<file path="config.mk">
export PLATFORM = sky130hd
export DESIGN_NAME = fep_pcs_top
export DESIGN_NICKNAME = d
export VERILOG_FILES = /design/src/hdl/fep_pkg.sv /design/src/hdl/fep_pcs_top.sv
export SDC_FILE = /design/constraint.sdc
export NUM_CORES = 1
export LEC_CHECK = 0
export ABC_CLOCK_PERIOD_IN_PS = 3100
export BUFFER_PORTS_ARGS = -buffer_cell sky130_fd_sc_hd__buf_4
export CAP_MARGIN = 5
export CORE_MARGIN = 4
export CORE_UTILIZATION = 56
export DETAILED_ROUTE_END_ITERATION = 12
export PLACE_DENSITY_LB_ADDON = 0.1
export REMOVE_ABC_BUFFERS = 1
export SYNTH_ARGS = -nofsm -noshare
export SYNTH_HDL_FRONTEND = slang
export SYNTH_SLANG_ARGS = --single-unit
</file>
<file path="constraint.sdc">
create_clock -name aclk -period 3.1 [get_ports aclk]
set_clock_uncertainty 0.1 [all_clocks]
set_input_delay 0 -clock aclk [delete_from_list [all_inputs] [get_ports aclk]]
set_output_delay 0 -clock aclk [all_outputs]
set_load 0.01 [all_outputs]
</file>
<file path="src/hdl/fep_pkg.sv">
// fep_pkg: shared constants, types and register map of the phy core
package fep_pkg;

   // ****************************************************************
   // register map
   // ****************************************************************
   localparam logic [31:0] CTRL_OFS = 32'h0000_0000;
   localparam logic [31:0] STAT_OFS = 32'h0000_0004;
   localparam logic [31:0] ADV_OFS = 32'h0000_0008;
   localparam int CTRL_DUP_BIT = 8;
   localparam int CTRL_AN_BIT = 12;
   localparam int CTRL_SPD_BIT = 13;
   localparam logic [15:0] CTRL_RST = 16'h3000;
   localparam logic [3:0] ADV_RST = 4'hf;
   localparam logic [1:0] RESP_OKAY = 2'h0;
   localparam logic [1:0] RESP_SLVERR = 2'h2;

   // ****************************************************************
   // timing
   // ****************************************************************
   localparam int CLK_MHZ = 200;
   localparam int LINE_MHZ = 125;
   localparam int JAB_MS = 20;
   localparam int REEN_MS = 250;
   localparam int SQE_NS = 1000;
   localparam int JAB_CYC_DEF = JAB_MS * CLK_MHZ * 1000;
   localparam int REEN_CYC_DEF = REEN_MS * CLK_MHZ * 1000;
   localparam logic [7:0] SQE_CYC = 8'(SQE_NS * CLK_MHZ / 1000);
   localparam logic [8:0] NCO_INC = 9'(LINE_MHZ);
   localparam logic [8:0] NCO_MOD = 9'(CLK_MHZ);
   // receive phase trails transmit by the three-flop line path
   localparam logic [8:0] RX_MID_PHASE =
      9'((CLK_MHZ - (3 * LINE_MHZ) % CLK_MHZ) % CLK_MHZ);
   localparam logic [5:0] MII10_HALF = 6'(CLK_MHZ * 10 / (2 * 25));
   localparam logic [5:0] MII100_HALF = 6'(CLK_MHZ / (2 * 25));
   localparam logic [5:0] RMII_HALF = 6'(CLK_MHZ / (2 * 50));

   // ****************************************************************
   // line symbols
   // ****************************************************************
   localparam logic [4:0] SYM_IDLE = 5'h1f;
   localparam logic [4:0] SYM_J = 5'h18;
   localparam logic [4:0] SYM_K = 5'h11;
   localparam logic [4:0] SYM_T = 5'h0d;
   localparam logic [4:0] SYM_R = 5'h07;
   localparam logic [4:0] ENC_TAB [16] = '{
      5'h1e, 5'h09, 5'h14, 5'h15, 5'h0a, 5'h0b, 5'h0e, 5'h0f,
      5'h12, 5'h13, 5'h16, 5'h17, 5'h1a, 5'h1b, 5'h1c, 5'h1d};

   // ****************************************************************
   // types
   // ****************************************************************
   typedef enum logic [2:0] {
      TX_IDLE = 3'b000,
      TX_J = 3'b001,
      TX_K = 3'b010,
      TX_DATA = 3'b011,
      TX_T = 3'b100,
      TX_R = 3'b101
   } fep_tx_state_t;

   typedef struct packed {
      logic awvalid;
      logic [31:0] awaddr;
      logic wvalid;
      logic [31:0] wdata;
      logic [3:0] wstrb;
      logic bready;
      logic arvalid;
      logic [31:0] araddr;
      logic rready;
   } fep_axi_req_t;

   typedef struct packed {
      logic awready;
      logic wready;
      logic bvalid;
      logic [1:0] bresp;
      logic arready;
      logic rvalid;
      logic [31:0] rdata;
      logic [1:0] rresp;
   } fep_axi_rsp_t;

endpackage : fep_pkg

</file>
<file path="src/hdl/fep_pcs_top.sv">
// fep_pcs_top: 100m pcs coding, 10m guard logic, mode resolve, regs
//
// Added by the designer: the AXI4-Lite slave port and the placing of the registers.
`timescale 1ns/1ps
`default_nettype none
// Behaviour
// - 100m transmit serialises mac nibbles into a 125 MHz bit stream.
// - transmit symbols are 4b5b coded first, then scrambled.
// - scrambled stream is turned into nrzi before the line driver.
// - receive bit timing is recovered from nrzi transitions at 125 MHz.
// - recovered timing samples nrzi and turns it back into nrz.
// - receive nrz is descrambled first, then 4b5b decoded.
// - decoded receive data goes to the mac as parallel nibbles.
// - scrambling only at 100m; descrambler exactly undoes the scrambler.
// - at 10m the receive clock keeps running between frames.
// - at 10m a short collision pulse follows every sent frame; the code sends none after a frame that ends during lockout.
// - 10m transmit enable high over 20 ms: transmitter off, col high.
// - after lockout, enable low over 250 ms: transmitter on, col low.
// - all clocks derive from the single reference clock.
// - rmii clock mode derives the mac clock at 50 MHz instead.
// - negotiation picks highest common: 100fd, 100hd, 10fd, 10hd.
// - non negotiating partner: mode from detected fixed signalling.
// - negotiation enabled by strap or control bit 12, software changes.
// - negotiation enable after reset follows the strap level.
// - negotiation off: speed from control bit 13, duplex bit 8.
// - strap level loads control bit 12 at reset release.
module fep_pcs_top #(
   parameter int unsigned JAB_CYC = fep_pkg::JAB_CYC_DEF,
   parameter int unsigned REEN_CYC = fep_pkg::REEN_CYC_DEF
) (
   // clock and reset
   input wire logic aclk,
   input wire logic aresetn,
   // register bus
   input wire fep_pkg::fep_axi_req_t s_axi_req,
   output var fep_pkg::fep_axi_rsp_t s_axi_rsp,
   // straps
   input wire logic autoneg_strap_pin,
   input wire logic rmii_clk_mode,
   // mac transmit
   input wire logic mac_tx_en,
   input wire logic [3:0] mac_txd,
   output logic mac_tx_take,
   // mac receive
   output logic mac_rx_clk,
   output logic mac_rx_dv,
   output logic [3:0] mac_rxd,
   output logic mac_rx_stb,
   output logic mac_rx_er,
   output logic mac_col,
   // line side
   output logic line_tx_bit,
   output logic line_tx_stb,
   output logic line_tx_en,
   input wire logic line_rx_nrzi,
   // partner abilities and parallel detect
   input wire logic lp_an_valid,
   input wire logic [3:0] lp_ability,
   input wire logic pd_valid,
   input wire logic pd_is_100
);

   localparam int CW = $clog2(REEN_CYC + 1);

   if (JAB_CYC < 1 || REEN_CYC < JAB_CYC || CW > 31) begin : g_chk
      $error("fep_pcs_top: guard timer counts out of range");
   end

   // ****************************************************************
   // declarations and synchronisers
   // ****************************************************************
   logic [15:0] ctrl_q;
   logic [3:0] adv_q;
   logic strap_done_q, spd_q, dup_q;
   logic an_s1, an_s2, rm_s1, rm_s2, rx_s1, rx_s2, rx_s3;
   logic aw_have_q, w_have_q, wr_fire;
   logic [31:0] awaddr_q, wdata_q, rd_data;
   logic [3:0] wstrb_q;
   logic [1:0] rd_resp;
   logic [8:0] tx_acc_q, tx_sum, rx_acc_q, rx_sum;
   logic tx_tick, rx_tick, scr_bit;
   fep_pkg::fep_tx_state_t tx_st_q;
   logic [4:0] sym_q;
   logic [2:0] tx_bit_q, rx_cnt_q;
   logic [10:0] scr_q, dsc_q;
   logic rx_prev_q, rx_nrz, rx_dat, dec_ok;
   logic [9:0] rx_sh_q, rx_sh_n;
   logic [3:0] dec_nib;
   logic [5:0] div_q, half;
   logic en_prev_q, jab_q;
   logic [CW-1:0] jcnt_q;
   logic [7:0] sqe_q;
   wire logic an_en = ctrl_q[fep_pkg::CTRL_AN_BIT];

   always_ff @(posedge aclk) begin
      an_s1 <= autoneg_strap_pin;
      an_s2 <= an_s1;
      rm_s1 <= rmii_clk_mode;
      rm_s2 <= rm_s1;
      rx_s1 <= line_rx_nrzi;
      rx_s2 <= rx_s1;
      rx_s3 <= rx_s2;
   end

   // ****************************************************************
   // axi4-lite slave
   // ****************************************************************
   assign wr_fire = aw_have_q && w_have_q && !s_axi_rsp.bvalid;

   always_ff @(posedge aclk) begin
      if (!aresetn) begin
         aw_have_q <= 1'b0;
         w_have_q <= 1'b0;
         awaddr_q <= 32'h0000_0000;
         wdata_q <= 32'h0000_0000;
         wstrb_q <= 4'h0;
         s_axi_rsp.awready <= 1'b1;
         s_axi_rsp.wready <= 1'b1;
         s_axi_rsp.bvalid <= 1'b0;
         s_axi_rsp.bresp <= fep_pkg::RESP_OKAY;
      end else begin
         if (s_axi_req.awvalid && s_axi_rsp.awready) begin
            aw_have_q <= 1'b1;
            awaddr_q <= s_axi_req.awaddr;
            s_axi_rsp.awready <= 1'b0;
         end
         if (s_axi_req.wvalid && s_axi_rsp.wready) begin
            w_have_q <= 1'b1;
            wdata_q <= s_axi_req.wdata;
            wstrb_q <= s_axi_req.wstrb;
            s_axi_rsp.wready <= 1'b0;
         end
         if (wr_fire) begin
            aw_have_q <= 1'b0;
            w_have_q <= 1'b0;
            s_axi_rsp.bvalid <= 1'b1;
            s_axi_rsp.bresp <= (awaddr_q == fep_pkg::CTRL_OFS ||
                                awaddr_q == fep_pkg::ADV_OFS ||
                                awaddr_q == fep_pkg::STAT_OFS) ?
                               fep_pkg::RESP_OKAY : fep_pkg::RESP_SLVERR;
         end
         if (s_axi_rsp.bvalid && s_axi_req.bready) begin
            s_axi_rsp.bvalid <= 1'b0;
            s_axi_rsp.awready <= 1'b1;
            s_axi_rsp.wready <= 1'b1;
         end
      end
   end

   always_comb begin
      rd_resp = fep_pkg::RESP_OKAY;
      rd_data = 32'h0000_0000;
      if (s_axi_req.araddr == fep_pkg::CTRL_OFS) begin
         rd_data = {16'h0000, ctrl_q};
      end else if (s_axi_req.araddr == fep_pkg::STAT_OFS) begin
         rd_data = {27'h000_0000, strap_done_q, an_en, jab_q, dup_q, spd_q};
      end else if (s_axi_req.araddr == fep_pkg::ADV_OFS) begin
         rd_data = {28'h000_0000, adv_q};
      end else begin
         rd_resp = fep_pkg::RESP_SLVERR;
      end
   end

   always_ff @(posedge aclk) begin
      if (!aresetn) begin
         s_axi_rsp.arready <= 1'b1;
         s_axi_rsp.rvalid <= 1'b0;
         s_axi_rsp.rdata <= 32'h0000_0000;
         s_axi_rsp.rresp <= fep_pkg::RESP_OKAY;
      end else if (s_axi_req.arvalid && s_axi_rsp.arready) begin
         s_axi_rsp.arready <= 1'b0;
         s_axi_rsp.rvalid <= 1'b1;
         s_axi_rsp.rdata <= rd_data;
         s_axi_rsp.rresp <= rd_resp;
      end else if (s_axi_rsp.rvalid && s_axi_req.rready) begin
         s_axi_rsp.rvalid <= 1'b0;
         s_axi_rsp.arready <= 1'b1;
      end
   end

   // ****************************************************************
   // control registers and strap load
   // ****************************************************************
   always_ff @(posedge aclk) begin
      if (!aresetn) begin
         ctrl_q <= fep_pkg::CTRL_RST;
         adv_q <= fep_pkg::ADV_RST;
         strap_done_q <= 1'b0;
      end else if (!strap_done_q) begin
         ctrl_q[fep_pkg::CTRL_AN_BIT] <= an_s2;
         strap_done_q <= 1'b1;
      end else if (wr_fire && awaddr_q == fep_pkg::CTRL_OFS) begin
         if (wstrb_q[0]) ctrl_q[7:0] <= wdata_q[7:0];
         if (wstrb_q[1]) ctrl_q[15:8] <= wdata_q[15:8];
      end else if (wr_fire && awaddr_q == fep_pkg::ADV_OFS) begin
         if (wstrb_q[0]) adv_q <= wdata_q[3:0];
      end
   end

   // ****************************************************************
   // mode resolution
   // ****************************************************************
   always_ff @(posedge aclk) begin
      if (!aresetn) begin
         spd_q <= 1'b1;
         dup_q <= 1'b0;
      end else if (!an_en) begin
         spd_q <= ctrl_q[fep_pkg::CTRL_SPD_BIT];
         dup_q <= ctrl_q[fep_pkg::CTRL_DUP_BIT];
      end else if (lp_an_valid) begin
         if ((adv_q[3] && lp_ability[3]) || (adv_q[2] && lp_ability[2]))
         begin
            spd_q <= 1'b1;
            dup_q <= adv_q[3] && lp_ability[3];
         end else begin
            spd_q <= 1'b0;
            dup_q <= adv_q[1] && lp_ability[1];
         end
      end else if (pd_valid) begin
         spd_q <= pd_is_100;
         dup_q <= 1'b0;
      end
   end

   // ****************************************************************
   // transmit: 4b5b, scrambler, nrzi
   // ****************************************************************
   assign tx_sum = tx_acc_q + fep_pkg::NCO_INC;
   assign tx_tick = tx_sum >= fep_pkg::NCO_MOD;
   assign scr_bit = sym_q[4] ^ scr_q[8] ^ scr_q[10];

   always_ff @(posedge aclk) begin
      if (!aresetn) tx_acc_q <= 9'h000;
      else tx_acc_q <= tx_tick ? tx_sum - fep_pkg::NCO_MOD : tx_sum;
   end

   always_ff @(posedge aclk) begin
      if (!aresetn) begin
         tx_st_q <= fep_pkg::TX_IDLE;
         sym_q <= fep_pkg::SYM_IDLE;
         tx_bit_q <= 3'h0;
         scr_q <= 11'h000;
         line_tx_bit <= 1'b0;
         line_tx_stb <= 1'b0;
         mac_tx_take <= 1'b0;
      end else begin
         line_tx_stb <= 1'b0;
         mac_tx_take <= 1'b0;
         if (tx_tick && spd_q) begin
            line_tx_stb <= 1'b1;
            scr_q <= {scr_q[9:0], scr_bit};
            line_tx_bit <= line_tx_bit ^ scr_bit;
            if (tx_bit_q == 3'h4) begin
               tx_bit_q <= 3'h0;
               case (tx_st_q)
                  fep_pkg::TX_J: begin
                     sym_q <= fep_pkg::SYM_K;
                     tx_st_q <= fep_pkg::TX_K;
                  end
                  fep_pkg::TX_K, fep_pkg::TX_DATA: begin
                     if (mac_tx_en) begin
                        sym_q <= fep_pkg::ENC_TAB[mac_txd];
                        mac_tx_take <= 1'b1;
                        tx_st_q <= fep_pkg::TX_DATA;
                     end else begin
                        sym_q <= fep_pkg::SYM_T;
                        tx_st_q <= fep_pkg::TX_T;
                     end
                  end
                  fep_pkg::TX_T: begin
                     sym_q <= fep_pkg::SYM_R;
                     tx_st_q <= fep_pkg::TX_R;
                  end
                  default: begin
                     sym_q <= mac_tx_en ? fep_pkg::SYM_J : fep_pkg::SYM_IDLE;
                     tx_st_q <= mac_tx_en ? fep_pkg::TX_J : fep_pkg::TX_IDLE;
                  end
               endcase
            end else begin
               tx_bit_q <= tx_bit_q + 3'h1;
               sym_q <= {sym_q[3:0], 1'b0};
            end
         end
      end
   end

   // ****************************************************************
   // receive: bit recovery, nrz, descrambler, 4b5b decode
   // ****************************************************************
   assign rx_sum = rx_acc_q + fep_pkg::NCO_INC;
   assign rx_tick = (rx_s2 != rx_s3) || rx_sum >= fep_pkg::NCO_MOD;
   assign rx_nrz = rx_s2 ^ rx_prev_q;
   assign rx_dat = rx_nrz ^ dsc_q[8] ^ dsc_q[10];
   assign rx_sh_n = {rx_sh_q[8:0], rx_dat};

   always_comb begin
      dec_ok = 1'b0;
      dec_nib = 4'h0;
      for (int i = 0; i < 16; i++) begin
         if (rx_sh_n[4:0] == fep_pkg::ENC_TAB[i]) begin
            dec_ok = 1'b1;
            dec_nib = 4'(i);
         end
      end
   end

   always_ff @(posedge aclk) begin
      if (!aresetn) rx_acc_q <= fep_pkg::RX_MID_PHASE;
      else if (rx_sum >= fep_pkg::NCO_MOD)
         rx_acc_q <= rx_sum - fep_pkg::NCO_MOD;
      else rx_acc_q <= rx_sum;
   end

   always_ff @(posedge aclk) begin
      if (!aresetn) begin
         rx_prev_q <= 1'b0;
         dsc_q <= 11'h000;
         rx_sh_q <= 10'h000;
         rx_cnt_q <= 3'h0;
         mac_rx_dv <= 1'b0;
         mac_rxd <= 4'h0;
         mac_rx_stb <= 1'b0;
         mac_rx_er <= 1'b0;
      end else begin
         mac_rx_stb <= 1'b0;
         mac_rx_er <= 1'b0;
         if (!spd_q) begin
            mac_rx_dv <= 1'b0;
         end else if (rx_tick) begin
            rx_prev_q <= rx_s2;
            dsc_q <= {dsc_q[9:0], rx_nrz};
            rx_sh_q <= rx_sh_n;
            if (!mac_rx_dv) begin
               if (rx_sh_n == {fep_pkg::SYM_J, fep_pkg::SYM_K}) begin
                  mac_rx_dv <= 1'b1;
                  rx_cnt_q <= 3'h0;
               end
            end else if (rx_cnt_q == 3'h4) begin
               rx_cnt_q <= 3'h0;
               if (rx_sh_n[4:0] == fep_pkg::SYM_T) begin
                  mac_rx_dv <= 1'b0;
               end else begin
                  mac_rxd <= dec_nib;
                  mac_rx_er <= !dec_ok;
                  mac_rx_stb <= 1'b1;
               end
            end else begin
               rx_cnt_q <= rx_cnt_q + 3'h1;
            end
         end
      end
   end

   // ****************************************************************
   // mac clock from the reference
   // ****************************************************************
   assign half = rm_s2 ? fep_pkg::RMII_HALF :
                 spd_q ? fep_pkg::MII100_HALF : fep_pkg::MII10_HALF;

   always_ff @(posedge aclk) begin
      if (!aresetn) begin
         div_q <= 6'h00;
         mac_rx_clk <= 1'b0;
      end else if (div_q >= half - 6'h01) begin
         div_q <= 6'h00;
         mac_rx_clk <= !mac_rx_clk;
      end else begin
         div_q <= div_q + 6'h01;
      end
   end

   // ****************************************************************
   // 10m guard: sqe pulse and lockout
   // ****************************************************************
   always_ff @(posedge aclk) begin
      if (!aresetn) begin
         en_prev_q <= 1'b0;
         jcnt_q <= '0;
         jab_q <= 1'b0;
         sqe_q <= 8'h00;
         mac_col <= 1'b0;
         line_tx_en <= 1'b1;
      end else begin
         en_prev_q <= mac_tx_en;
         if (mac_tx_en != en_prev_q) jcnt_q <= '0;
         else if (jcnt_q != CW'(REEN_CYC)) jcnt_q <= jcnt_q + 1'b1;
         if (!jab_q && !spd_q && mac_tx_en && jcnt_q == CW'(JAB_CYC))
            jab_q <= 1'b1;
         else if (jab_q && !mac_tx_en && jcnt_q == CW'(REEN_CYC))
            jab_q <= 1'b0;
         if (!spd_q && !jab_q && en_prev_q && !mac_tx_en)
            sqe_q <= fep_pkg::SQE_CYC;
         else if (sqe_q != 8'h00)
            sqe_q <= sqe_q - 8'h01;
         mac_col <= jab_q || sqe_q != 8'h00;
         line_tx_en <= !jab_q;
      end
   end
endmodule : fep_pcs_top
`default_nettype wire

</file>
==> results of run 1 <==
## cells in the mapped netlist (all sizes together), types with 3 or more instances
library cell / number
dfxtp: 224
nand3b: 8
clkbuf: 44
o21ai: 34
buf: 32
a21oi: 88
or3: 7
xnor2: 35
nand4b: 4
o22ai: 3
nor2b: 3
nand3: 41
a211oi: 9
inv: 23
a22oi: 16
nor4: 22
and2: 8
nor3: 22
nand2b: 4
o32ai: 4
nor2: 141
a21o: 3
a211o: 3
mux2i: 53
nand2: 187
xor2: 31
mux2: 4
and3: 8
nand4: 16
a31oi: 3
ha: 18
## per-layer routing
layer / global-route usage / wire (um)
met1: 0.2942 / 10060
met2: 0.3916 / 10830
met3: 0.04357 / 1287
met4: 0.05664 / 474
met5: 0 / 0
## placed cells by master (no fill, tap or decap), types with 3 or more instances in the layout
cell           instances
buf_4                150
o21ai_0               24
nand4b_1               4
nand4_1               16
and3_1                 8
xnor2_1               35
xor2_1                30
nor3_1                21
a211o_1                3
mux2i_1               53
conb_1                19
nand2b_1               4
nor4_1                21
dfxtp_1              224
a21o_1                 3
a31oi_1                3
and2_1                 8
o32ai_1                3
mux2_2                 4
o22ai_1                3
a211oi_1               9
nor2_1               141
nand2_1              186
clkinv_2               3
clkbuf_8              10
nand3_1               41
nand3b_1               7
clkbuf_16             25
or3_1                  5
a22oi_1               16
inv_1                 22
o21ai_1                9
ha_1                  18
nor2b_1                3
a21oi_1               88
dlygate4sd3_1         84
## critical path, cell delays in order
cell and delay, ps:
dlygate4sd3_1 530, buf_4 130, nor4_1 160, dlygate4sd3_1 580
nand4_1 120, dlygate4sd3_1 600, nor2_1 190, dlygate4sd3_1 700
a22oi_1 90, nor2_1 100
## worst paths after layout
| kind | from | end | slack, ps | cells after the start |
|---|---|---|---|---|
| worst max-delay path | s_axi_req[13] | s_axi_rsp[2]$_SDFFE_PN0P_ | 250 | 10 |
| worst min-delay path | mac_txd[2] | sym_q[3]$_SDFFE_PN1P_ | 30 | 5 |
| worst max register to register | rx_acc_q[0]$_SDFF_PN1_ | mac_rxd[1]$_SDFFE_PN0P_ | 310 | 9 |
| worst min register to register | rx_s1$_DFF_P_ | rx_s2$_DFF_P_ | 230 | 0 |
## logic make-up after synthesis
logic type / count (synthesis)
and+or+nand+nor: 476
DFF: 224
AOI/OAI and AO/OA: 185
buffers and inverters: 99
xor gates and xnor gates: 66
muxes: 57
adders and majority gates: 18
other: 2
## sequential cells by signal, indices dropped and copies added (netlist names), 8 cells and up
| signal | cells |
|---|---|
| scr_q | 11 |
| ctrl_q | 16 |
| rx_acc_q | 9 |
| dsc_q | 11 |
| rx_sh_q | 9 |
| wdata_q | 16 |
| awaddr_q | 32 |
| tx_acc_q | 9 |
| sqe_q | 8 |
| s_axi_rsp | 23 |
| jcnt_q | 26 |
## area by class of cell
type                       count  area [um2]  share of cell area
multi-input combinational    821        4767              0.3826
tap                          220       275.3             0.02209
clock buffer                  37       770.7             0.06186
timing repair buffer         235        1987              0.1595
inverter                      23       88.84            0.007130
sequential                   224        4484              0.3599
clock inverter                 6       86.33            0.006929
## metrics by stage
stage	setup TNS, ps	utilization	cell area, um2	std cells
after floorplan	-2736	-	9331	1068
after global placement	0	0.6421	10760	1439
after detailed placement	0	0.6421	10760	1439
after CTS	0	0.7434	12460	1566
after global routing	0	0.7434	12460	1566
final	0	0.7434	12460	1566
## power by group through the flow
stage | logic [mW] | registers [mW] | clock network (mW)
2_1_floorplan | 1.34 | 3.38 | 0
3_5_place_dp | 1.83 | 3.41 | 0
5_1_grt | 2.17 | 3.40 | 3.20
6_report | 1.93 | 3.36 | 3.00
3_3_place_gp | 1.79 | 3.41 | 0
4_1_cts | 1.93 | 3.36 | 3.07
==> run summary, run 1 <==
==================================================================================================
Largest family of logic cells by synthesized area ................................... simple AND/OR/NAND/NOR gates
Std-Cell Core Area ..................................................................    16760 um2
Status .............................................................................. finished clean
Overall routing resource usage ......................................................       0.2270
# H-tree levels .....................................................................            1
Number of instances in the synthesized netlist ......................................         1127
Post-synthesis register bit count ...................................................          224
Adder and majority cell fraction of the synthesized area ............................      0.02335
Share of the yosys chip area belonging to registers .................................       0.4649
Simple-gate portion of the synthesized area .........................................       0.2209
Switching Fraction ..................................................................       0.2885
Count of flip-flops with a built-in enable after synthesis ..........................            0
Count of vias placed by the detailed router .........................................         8378
Required time of the worst setup path ...............................................      3440 ps
Global route overflow ...............................................................            0
Port Buf Inserts ....................................................................          138
Half-perimeter wire length after placement ..........................................     14.56 mm
Detailed-router iteration count before antenna repair ...............................            5
Category of the most critical setup path ............................................       in2reg
Area share of xor/xnor cells in the synthesized design ..............................      0.06070
Post-route DRC ......................................................................            0
Compound-gate portion of the synthesized area .......................................       0.1215
Total of cells resized after clock tree synthesis ...................................            0
I/O pin count .......................................................................          176
Initial core utilization ............................................................       0.5756
Clock tree from TritonCTS ...........................................................          yes
Data arrival time of the critical path ..............................................      3200 ps
Area share of the largest cell type after synthesis .................................       0.4649
Multiplexer area fraction after synthesis ...........................................      0.05966
First-pass GRT wire length ..........................................................     37.98 mm
Largest driver fanout on the critical path ..........................................            4
Slew at the pin closest to its max-slew limit .......................................      1048 ps
Max-slew headroom at the worst pin ..................................................       0.2999
Mean cell area of the mapped netlist ................................................    8.560 um2
PwrDens ............................................................................. 665.3 nW/um2
Synth Cell Area .....................................................................     9647 um2
Final-report setup violation count ..................................................            0
Final period util ...................................................................       0.9204
Type of element launching the critical path .........................................   input port
Final Critical Period ...............................................................      2853 ps
Ranking of synthesized cells by area ................................................ dfxtp_1, nand2_1, mux2i_1
Gpl congestion ......................................................................       0.9040
Fraction of final layout cells with drive strength greater than 1 ...................       0.1620
Number of distinct library cells after synthesis ....................................           66
Share of total power in the clock network ...........................................        0.362
Number of fillers in the final layout ...............................................         1272
Sequential cell fraction of total power .............................................        0.405
Cts hold-fix bufs ...................................................................           84
FFs w/ async S/R, synth .............................................................            0
Net switching power figure ..........................................................     2.391 mW
Die Width ...........................................................................     139.3 um
Synthesis warning total .............................................................            0
Largest net degree at the start of global routing ...................................           77
Clock latency of the later-clocked register in the worst-skew pair ..................       510 ps
Combinational share of power ........................................................        0.232
Most used DFF post-synth ............................................................      dfxtp_1
Hold slack final ....................................................................     34.00 ps
ANT nets after route ................................................................            0
Nets ................................................................................         1469
Nature of the critical path endpoint ................................................     register
Initial antenna violation count .....................................................            0
Via count of the first global-routing pass ..........................................         8146
Via density per instance ............................................................        5.350
Average wire length per cell after detail routing ...................................     14.46 um
Max_cap viols .......................................................................            0
Clock tree root buffer cell .........................................................    clkbuf_16
Unrepaired setup endpoints after global routing .....................................           no
Count of buffers added by post-CTS timing repair for setup ..........................            0
Tightest Hold Check Type ............................................................       in2reg
Final hold violation count ..........................................................            0
Violation count after the first detailed-routing iteration ..........................          472
Worst setup margin ..................................................................     246.7 ps
Overall die area ....................................................................    19390 um2
IR drop worst, VDD ..................................................................    0.4886 mV
Detailed-route wire length ..........................................................     22.65 mm
DP Worst Slack ......................................................................     376.1 ps
CTS max path bufs ...................................................................            3
Static Leakage ......................................................................     5.251 nW
Cell taking the most area after synthesis ...........................................      dfxtp_1
Post-layout power ...................................................................     8.289 mW
Layout-stage area growth over the synthesis result ..................................       29.16%
Top achievable clock speed ..........................................................    350.5 MHz
Cell Int Power ......................................................................     5.897 mW
Die H ...............................................................................     139.3 um
Number of antenna diodes ............................................................            0
Site row count ......................................................................           47
Clock transition time at the flip-flop clock pins of the worst setup and hold paths .        60 ps
Clock buffers created by TritonCTS ..................................................           24
Number of pins with negative max-slew slack in the final report .....................            0
Clock sink count ....................................................................          224
==================================================================================================
Note: power is estimated with default switching activity, not from simulation.
==> inputs of run 2 (changes only) <==
--- a/config.mk
+++ b/config.mk
@@ -7,10 +7,12 @@
 export LEC_CHECK = 0
 export ABC_CLOCK_PERIOD_IN_PS = 3100
 export BUFFER_PORTS_ARGS = -buffer_cell sky130_fd_sc_hd__buf_4
-export CAP_MARGIN = 5
+export CAP_MARGIN = 20
 export CORE_MARGIN = 4
 export CORE_UTILIZATION = 56
 export DETAILED_ROUTE_END_ITERATION = 12
+export GPL_ROUTABILITY_DRIVEN = 0
+export MAX_ROUTING_LAYER = met4
 export PLACE_DENSITY_LB_ADDON = 0.1
 export REMOVE_ABC_BUFFERS = 1
 export SYNTH_ARGS = -nofsm -noshare
==> run summary, run 2 (synthesis results as in run 1) <==
==================================================================================================
Initial core utilization ............................................................       0.5756   unchanged
Final period util ...................................................................       0.9191   -0.001325
Number of placed instances, taps included ...........................................         1439   unchanged
Clock tree from TritonCTS ...........................................................          yes
Average wire length per cell after detail routing ...................................     14.49 um   +0.19%
CTS max path bufs ...................................................................            3   unchanged
I/O pin count .......................................................................          176   unchanged
Via density per instance ............................................................        5.349   about the same
Top register by number of flip-flops ................................................     awaddr_q
Die H ...............................................................................     139.3 um   unchanged
Top achievable clock speed ..........................................................    351.0 MHz   +0.14%
Required time of the worst setup path ...............................................      3440 ps   about the same
Number of fillers in the final layout ...............................................         1272   unchanged
Leading cell type in the layout, fill and taps excluded .............................      dfxtp_1
# H-tree levels .....................................................................            1   unchanged
Largest registers ................................................................... awaddr_q x32, jcnt_q x26, s_axi_rsp x23
Nature of the critical path endpoint ................................................     register
Post-layout power ...................................................................     8.287 mW   about the same
Final Critical Period ...............................................................      2849 ps   -4.108 ps
DP Worst Slack ......................................................................     376.1 ps   unchanged
Clock transition time at the flip-flop clock pins of the worst setup and hold paths .        60 ps   about the same
Detailed-route wire length ..........................................................     22.69 mm   +0.19%
Std-Cell Core Area ..................................................................    16760 um2   unchanged
Largest driver fanout on the critical path ..........................................            4   unchanged
Nets ................................................................................         1469   unchanged
Flip-flop count of the largest register, all copies and words added .................           32   unchanged
Number of antenna diodes ............................................................            0   unchanged
Half-perimeter wire length after placement ..........................................     14.56 mm   unchanged
Final-report setup violation count ..................................................            0   unchanged
Max_cap viols .......................................................................            0   unchanged
Clock sink count ....................................................................          224   unchanged
Via count of the first global-routing pass ..........................................         8147   +0.012%
Detailed-router iteration count before antenna repair ...............................            5   unchanged
Die Width ...........................................................................     139.3 um   unchanged
PwrDens ............................................................................. 665.1 nW/um2   about the same
Data arrival time of the critical path ..............................................      3190 ps   about the same
Clock buffers created by TritonCTS ..................................................           24   unchanged
Slew at the pin closest to its max-slew limit .......................................      1028 ps   -19.80 ps
Leading cell types in the layout, fill and taps excluded ............................ dfxtp_1, nand2_1, buf_4, nor2_1, a21oi_1
Status .............................................................................. finished clean
Post-route DRC ......................................................................            0   unchanged
Worst setup margin ..................................................................     250.8 ps   +4.108 ps
Largest net degree at the start of global routing ...................................           77   unchanged
Count of buffers added by post-CTS timing repair for setup ..........................            0   unchanged
First-pass GRT wire length ..........................................................     37.96 mm   about the same
Total of cells resized after clock tree synthesis ...................................            0   unchanged
Clock latency of the later-clocked register in the worst-skew pair ..................       510 ps   about the same
Unrepaired setup endpoints after global routing .....................................           no
Category of the most critical setup path ............................................       in2reg
Overall routing resource usage ......................................................       0.2339   +0.006837
Final hold violation count ..........................................................            0   unchanged
Static Leakage ......................................................................     5.251 nW   unchanged
Initial antenna violation count .....................................................            0   unchanged
Type of element launching the critical path .........................................   input port
Final std cells w/o fill ............................................................         1566   unchanged
Tightest Hold Check Type ............................................................       in2reg
Cts hold-fix bufs ...................................................................           84   unchanged
Layout-stage area growth over the synthesis result ..................................       29.16%   unchanged
Port Buf Inserts ....................................................................          138   unchanged
Overall die area ....................................................................    19390 um2   unchanged
Count of vias placed by the detailed router .........................................         8376   -0.024%
Global route overflow ...............................................................            0   unchanged
Clock tree root buffer cell .........................................................    clkbuf_16
Fraction of final layout cells with drive strength greater than 1 ...................       0.1620   unchanged
Final standard cell utilization of the core .........................................       0.7434   unchanged
IR drop worst, VDD ..................................................................    0.4893 mV   +0.13%
Number of pins with negative max-slew slack in the final report .....................            0   unchanged
Violation count after the first detailed-routing iteration ..........................          493   +4.4%
Site row count ......................................................................           47   unchanged
Hold slack final ....................................................................     35.73 ps   +1.731 ps
ANT nets after route ................................................................            0   unchanged
Max-slew headroom at the worst pin ..................................................       0.3131   +0.01323
==================================================================================================
==> run 2: cell counts in the layout (fill, tap and decap cells not counted) <==
No cell type changed its count.
==> run 2: final timing paths <==
| check | startpoint | to | slack, ps | cells after the start |
|---|---|---|---|---|
| max | s_axi_req[13] | s_axi_rsp[2]$_SDFFE_PN0P_ | 250 | 10 |
| min | mac_txd[2] | sym_q[3]$_SDFFE_PN1P_ | 40 | 5 |
| max reg2reg | rx_acc_q[0]$_SDFF_PN1_ | mac_rxd[1]$_SDFFE_PN0P_ | 320 | 9 |
| min reg2reg | rx_s1$_DFF_P_ | rx_s2$_DFF_P_ | 230 | 0 |
==> run 2: area by class of cell <==
| class | count | area, um2 | share of cell area |
|---|---|---|---|
| Tap cell | 220 | 275.3 | 0.02209 |
| Inverter | 23 | 88.84 | 0.007130 |
| Sequential cell | 224 | 4484 | 0.3599 |
| Multi-Input combinational cell | 821 | 4767 | 0.3826 |
| Clock buffer | 37 | 770.7 | 0.06186 |
| Clock inverter | 6 | 86.33 | 0.006929 |
| Timing Repair Buffer | 235 | 1987 | 0.1595 |
==> run 2: per-layer routing <==
layer  vias to the layer above  global-route usage  share of wire
li1                       4237                   -              -
met1                      3866              0.2931           0.44
met2                       230              0.3929           0.48
met3                        43             0.04391          0.058
met4                         0             0.05664          0.022
met5                         -                   -              0
==> run 2: critical path, stage by stage <==
cell and delay, ps:
dlygate4sd3_1 530, buf_4 130, nor4_1 160, dlygate4sd3_1 580, nand4_1 120, dlygate4sd3_1 600
nor2_1 190, dlygate4sd3_1 700, a22oi_1 90, nor2_1 100
==> run 2: through the flow <==
step / TNS, ps / area [um2]
final: 0 / 12460
after global routing: 0 / 12460
after CTS: 0 / 12460
after detailed placement: 0 / 10760
after global placement: 0 / 10760
after floorplan: -2736 / 9331
==> run 2: where the power goes <==
group          total [mW]  internal, mW  switching [mW]
sequential           3.36          3.13           0.233
combinational        1.93         0.896            1.03
clock                3.00          1.87            1.12
==> inputs of run 3 (changes only) <==
--- a/config.mk
+++ b/config.mk
@@ -7,13 +7,13 @@
 export LEC_CHECK = 0
 export ABC_CLOCK_PERIOD_IN_PS = 3100
 export BUFFER_PORTS_ARGS = -buffer_cell sky130_fd_sc_hd__buf_4
-export CAP_MARGIN = 20
 export CORE_MARGIN = 4
 export CORE_UTILIZATION = 56
 export DETAILED_ROUTE_END_ITERATION = 12
 export GPL_ROUTABILITY_DRIVEN = 0
 export MAX_ROUTING_LAYER = met4
 export PLACE_DENSITY_LB_ADDON = 0.1
+export RECOVER_POWER = 50
 export REMOVE_ABC_BUFFERS = 1
 export SYNTH_ARGS = -nofsm -noshare
 export SYNTH_HDL_FRONTEND = slang
==> run summary, run 3 (synthesis results as in run 1) <==
==================================================================================================
CTS max path bufs ...................................................................            3   unchanged
Largest net degree at the start of global routing ...................................           77   unchanged
Layout-stage area growth over the synthesis result ..................................       27.51%
Number of fillers in the final layout ...............................................         1327   +4.3%
Max_cap viols .......................................................................            0   unchanged
Violation count after the first detailed-routing iteration ..........................          503   +2.0%
Layer with the highest usage after global routing ...................................         met2
Max-slew headroom at the worst pin ..................................................      0.08102   -0.2321
Final period util ...................................................................       0.9203   +0.001215
Leading cell types in the layout, fill and taps excluded ............................ dfxtp_1, nand2_1, nor2_1, buf_4, a21oi_1
Site row count ......................................................................           47   unchanged
Clock latency of the later-clocked register in the worst-skew pair ..................       510 ps   about the same
Std-Cell Core Area ..................................................................    16760 um2   unchanged
Overall die area ....................................................................    19390 um2   unchanged
Count of vias placed by the detailed router .........................................         8398   +0.26%
Cell Int Power ......................................................................     5.878 mW   -0.33%
Nature of the critical path endpoint ................................................     register
Die Width ...........................................................................     139.3 um   unchanged
Switching Fraction ..................................................................       0.2892   +0.0008664
Initial antenna violation count .....................................................            0   unchanged
Flip-flop count of the largest register, all copies and words added .................           32   unchanged
Multi-input gate area ...............................................................     4767 um2   unchanged
Detailed-router iteration count before antenna repair ...............................            6   +1
Post-route DRC ......................................................................            0   unchanged
Number of pins with negative max-slew slack in the final report .....................            0   unchanged
Nets ................................................................................         1469   unchanged
Initial core utilization ............................................................       0.5756   unchanged
Startpoint of the tightest hold check path ..........................................   mac_txd[2]
Share of total power in the clock network ...........................................        0.363   about the same
Global route overflow ...............................................................            0   unchanged
Start point of the critical path .................................................... s_axi_req[13]
Storage element area ................................................................     4484 um2   unchanged
Hold slack final ....................................................................     34.39 ps   -1.339 ps
Global routing usage on met3 ........................................................      0.04391   unchanged
Die H ...............................................................................     139.3 um   unchanged
Clock transition time at the flip-flop clock pins of the worst setup and hold paths .        60 ps   about the same
# H-tree levels .....................................................................            1   unchanged
Tightest Hold Check Type ............................................................       in2reg
Clock sink count ....................................................................          224   unchanged
Port Buf Inserts ....................................................................          138   unchanged
Average wire length per cell after detail routing ...................................     14.53 um   +0.26%
Clock tree from TritonCTS ...........................................................          yes
Via count of the first global-routing pass ..........................................         8147   unchanged
I/O pin count .......................................................................          176   unchanged
GR met2 Demand/Resource .............................................................       0.3929   unchanged
Largest registers ................................................................... awaddr_q x32, jcnt_q x26, s_axi_rsp x23
Net switching power figure ..........................................................     2.392 mW   about the same
First-pass GRT wire length ..........................................................     37.96 mm   unchanged
Worst reg2reg path startpoint ....................................................... rx_acc_q[0]$_SDFF_PN1_
IR drop worst, VDD ..................................................................    0.4900 mV   +0.15%
Static Leakage ......................................................................     5.079 nW   -3.3%
Top register by number of flip-flops ................................................     awaddr_q
Via density per instance ............................................................        5.363   +0.26%
ANT nets after route ................................................................            0   unchanged
Final Critical Period ...............................................................      2853 ps   +3.768 ps
Met1 Usage GRT ......................................................................       0.2931   unchanged
Final hold violation count ..........................................................            0   unchanged
Clock buffers created by TritonCTS ..................................................           24   unchanged
Type of element launching the critical path .........................................   input port
Leading cell type in the layout, fill and taps excluded .............................      dfxtp_1
Sequential cell fraction of total power .............................................        0.406   about the same
Number of antenna diodes ............................................................            0   unchanged
Data arrival time of the critical path ..............................................      3190 ps   about the same
Fraction of final layout cells with drive strength greater than 1 ...................       0.1315   -0.03046
PwrDens ............................................................................. 672.3 nW/um2   +1.1%
Overall routing resource usage ......................................................       0.2339   unchanged
Final-report setup violation count ..................................................            0   unchanged
Top achievable clock speed ..........................................................    350.5 MHz   -0.13%
Combinational share of power ........................................................        0.231   -0.002
Half-perimeter wire length after placement ..........................................     14.56 mm   unchanged
Detailed-route wire length ..........................................................     22.75 mm   +0.26%
Count of buffers added by post-CTS timing repair for setup ..........................            0   unchanged
Required time of the worst setup path ...............................................      3440 ps   about the same
Category of the most critical setup path ............................................       in2reg
Post-layout power ...................................................................     8.270 mW   -0.21%
Status .............................................................................. finished clean
Clock tree root buffer cell .........................................................    clkbuf_16
Unrepaired setup endpoints after global routing .....................................           no
Largest driver fanout on the critical path ..........................................            4   unchanged
Slew at the pin closest to its max-slew limit .......................................      1378 ps   +350.6 ps
==================================================================================================
[run 3: changes by cell type in the layout (fill, tap and decap cells not counted), sizes merged]
cell,change
buf,-46
clkbuf,+46
[run 3: metal layers]
layer	share of wire	routed length (um)
met1	0.44	10040
met3	0.057	1308
met4	0.021	476
met2	0.48	10930
met5	0	0
[run 3: repair_timing]
action                    4_1_cts  5_1_grt
hold endpoints to repair      109        0
resized for setup               0        0
hold buffers                   84        0
[run 3: final cells by class]
cell class              count  share of cell area
clock inverters             6            0.007019
flip-flops and latches    224              0.3646
repair buffers            235              0.1488
well taps                 220             0.02238
inverters                  23            0.007019
multi-input cells         821              0.3876
clock buffers              37             0.06266
[run 3: final timing paths]
kind | to | slack (ps) | cells after the start
worst max-delay path | s_axi_rsp[2]$_SDFFE_PN0P_ | 250 | 10
worst min-delay path | sym_q[3]$_SDFFE_PN1P_ | 30 | 5
worst max register to register | mac_rx_er$_SDFF_PP0_ | 310 | 9
worst min register to register | rx_s2$_DFF_P_ | 230 | 0
[run 3: per-stage QoR]
step | setup TNS (ps) | cell area [um2] | util | worst slack [ps] | cells
global placement | 0 | 10760 | 0.6421 | 410.7 | 1439
CTS | 0 | 12460 | 0.7434 | 256.5 | 1566
detailed placement | 0 | 10760 | 0.6421 | 376.1 | 1439
finish | 0 | 12300 | 0.7339 | 247.0 | 1566
global route | 0 | 12300 | 0.7339 | 23.65 | 1566
floorplan | -2736 | 9331 | - | -200.1 | 1068
[run 3: worst max-delay path, stage by stage]
cell	delay, ps
dlygate4sd3_1	530
clkbuf_4	130
nor4_1	160
dlygate4sd3_1	580
nand4_1	120
dlygate4sd3_1	600
nor2_1	190
dlygate4sd3_1	700
a22oi_1	90
nor2_1	100
[run 3: power groups by stage]
stage          clock [mW]  combinational, mW  sequential (mW)
2_1_floorplan           0               1.34             3.38
3_3_place_gp            0               1.79             3.41
3_5_place_dp            0               1.83             3.41
4_1_cts              3.07               1.93             3.36
5_1_grt              3.20               2.15             3.40
6_report             3.00               1.91             3.36
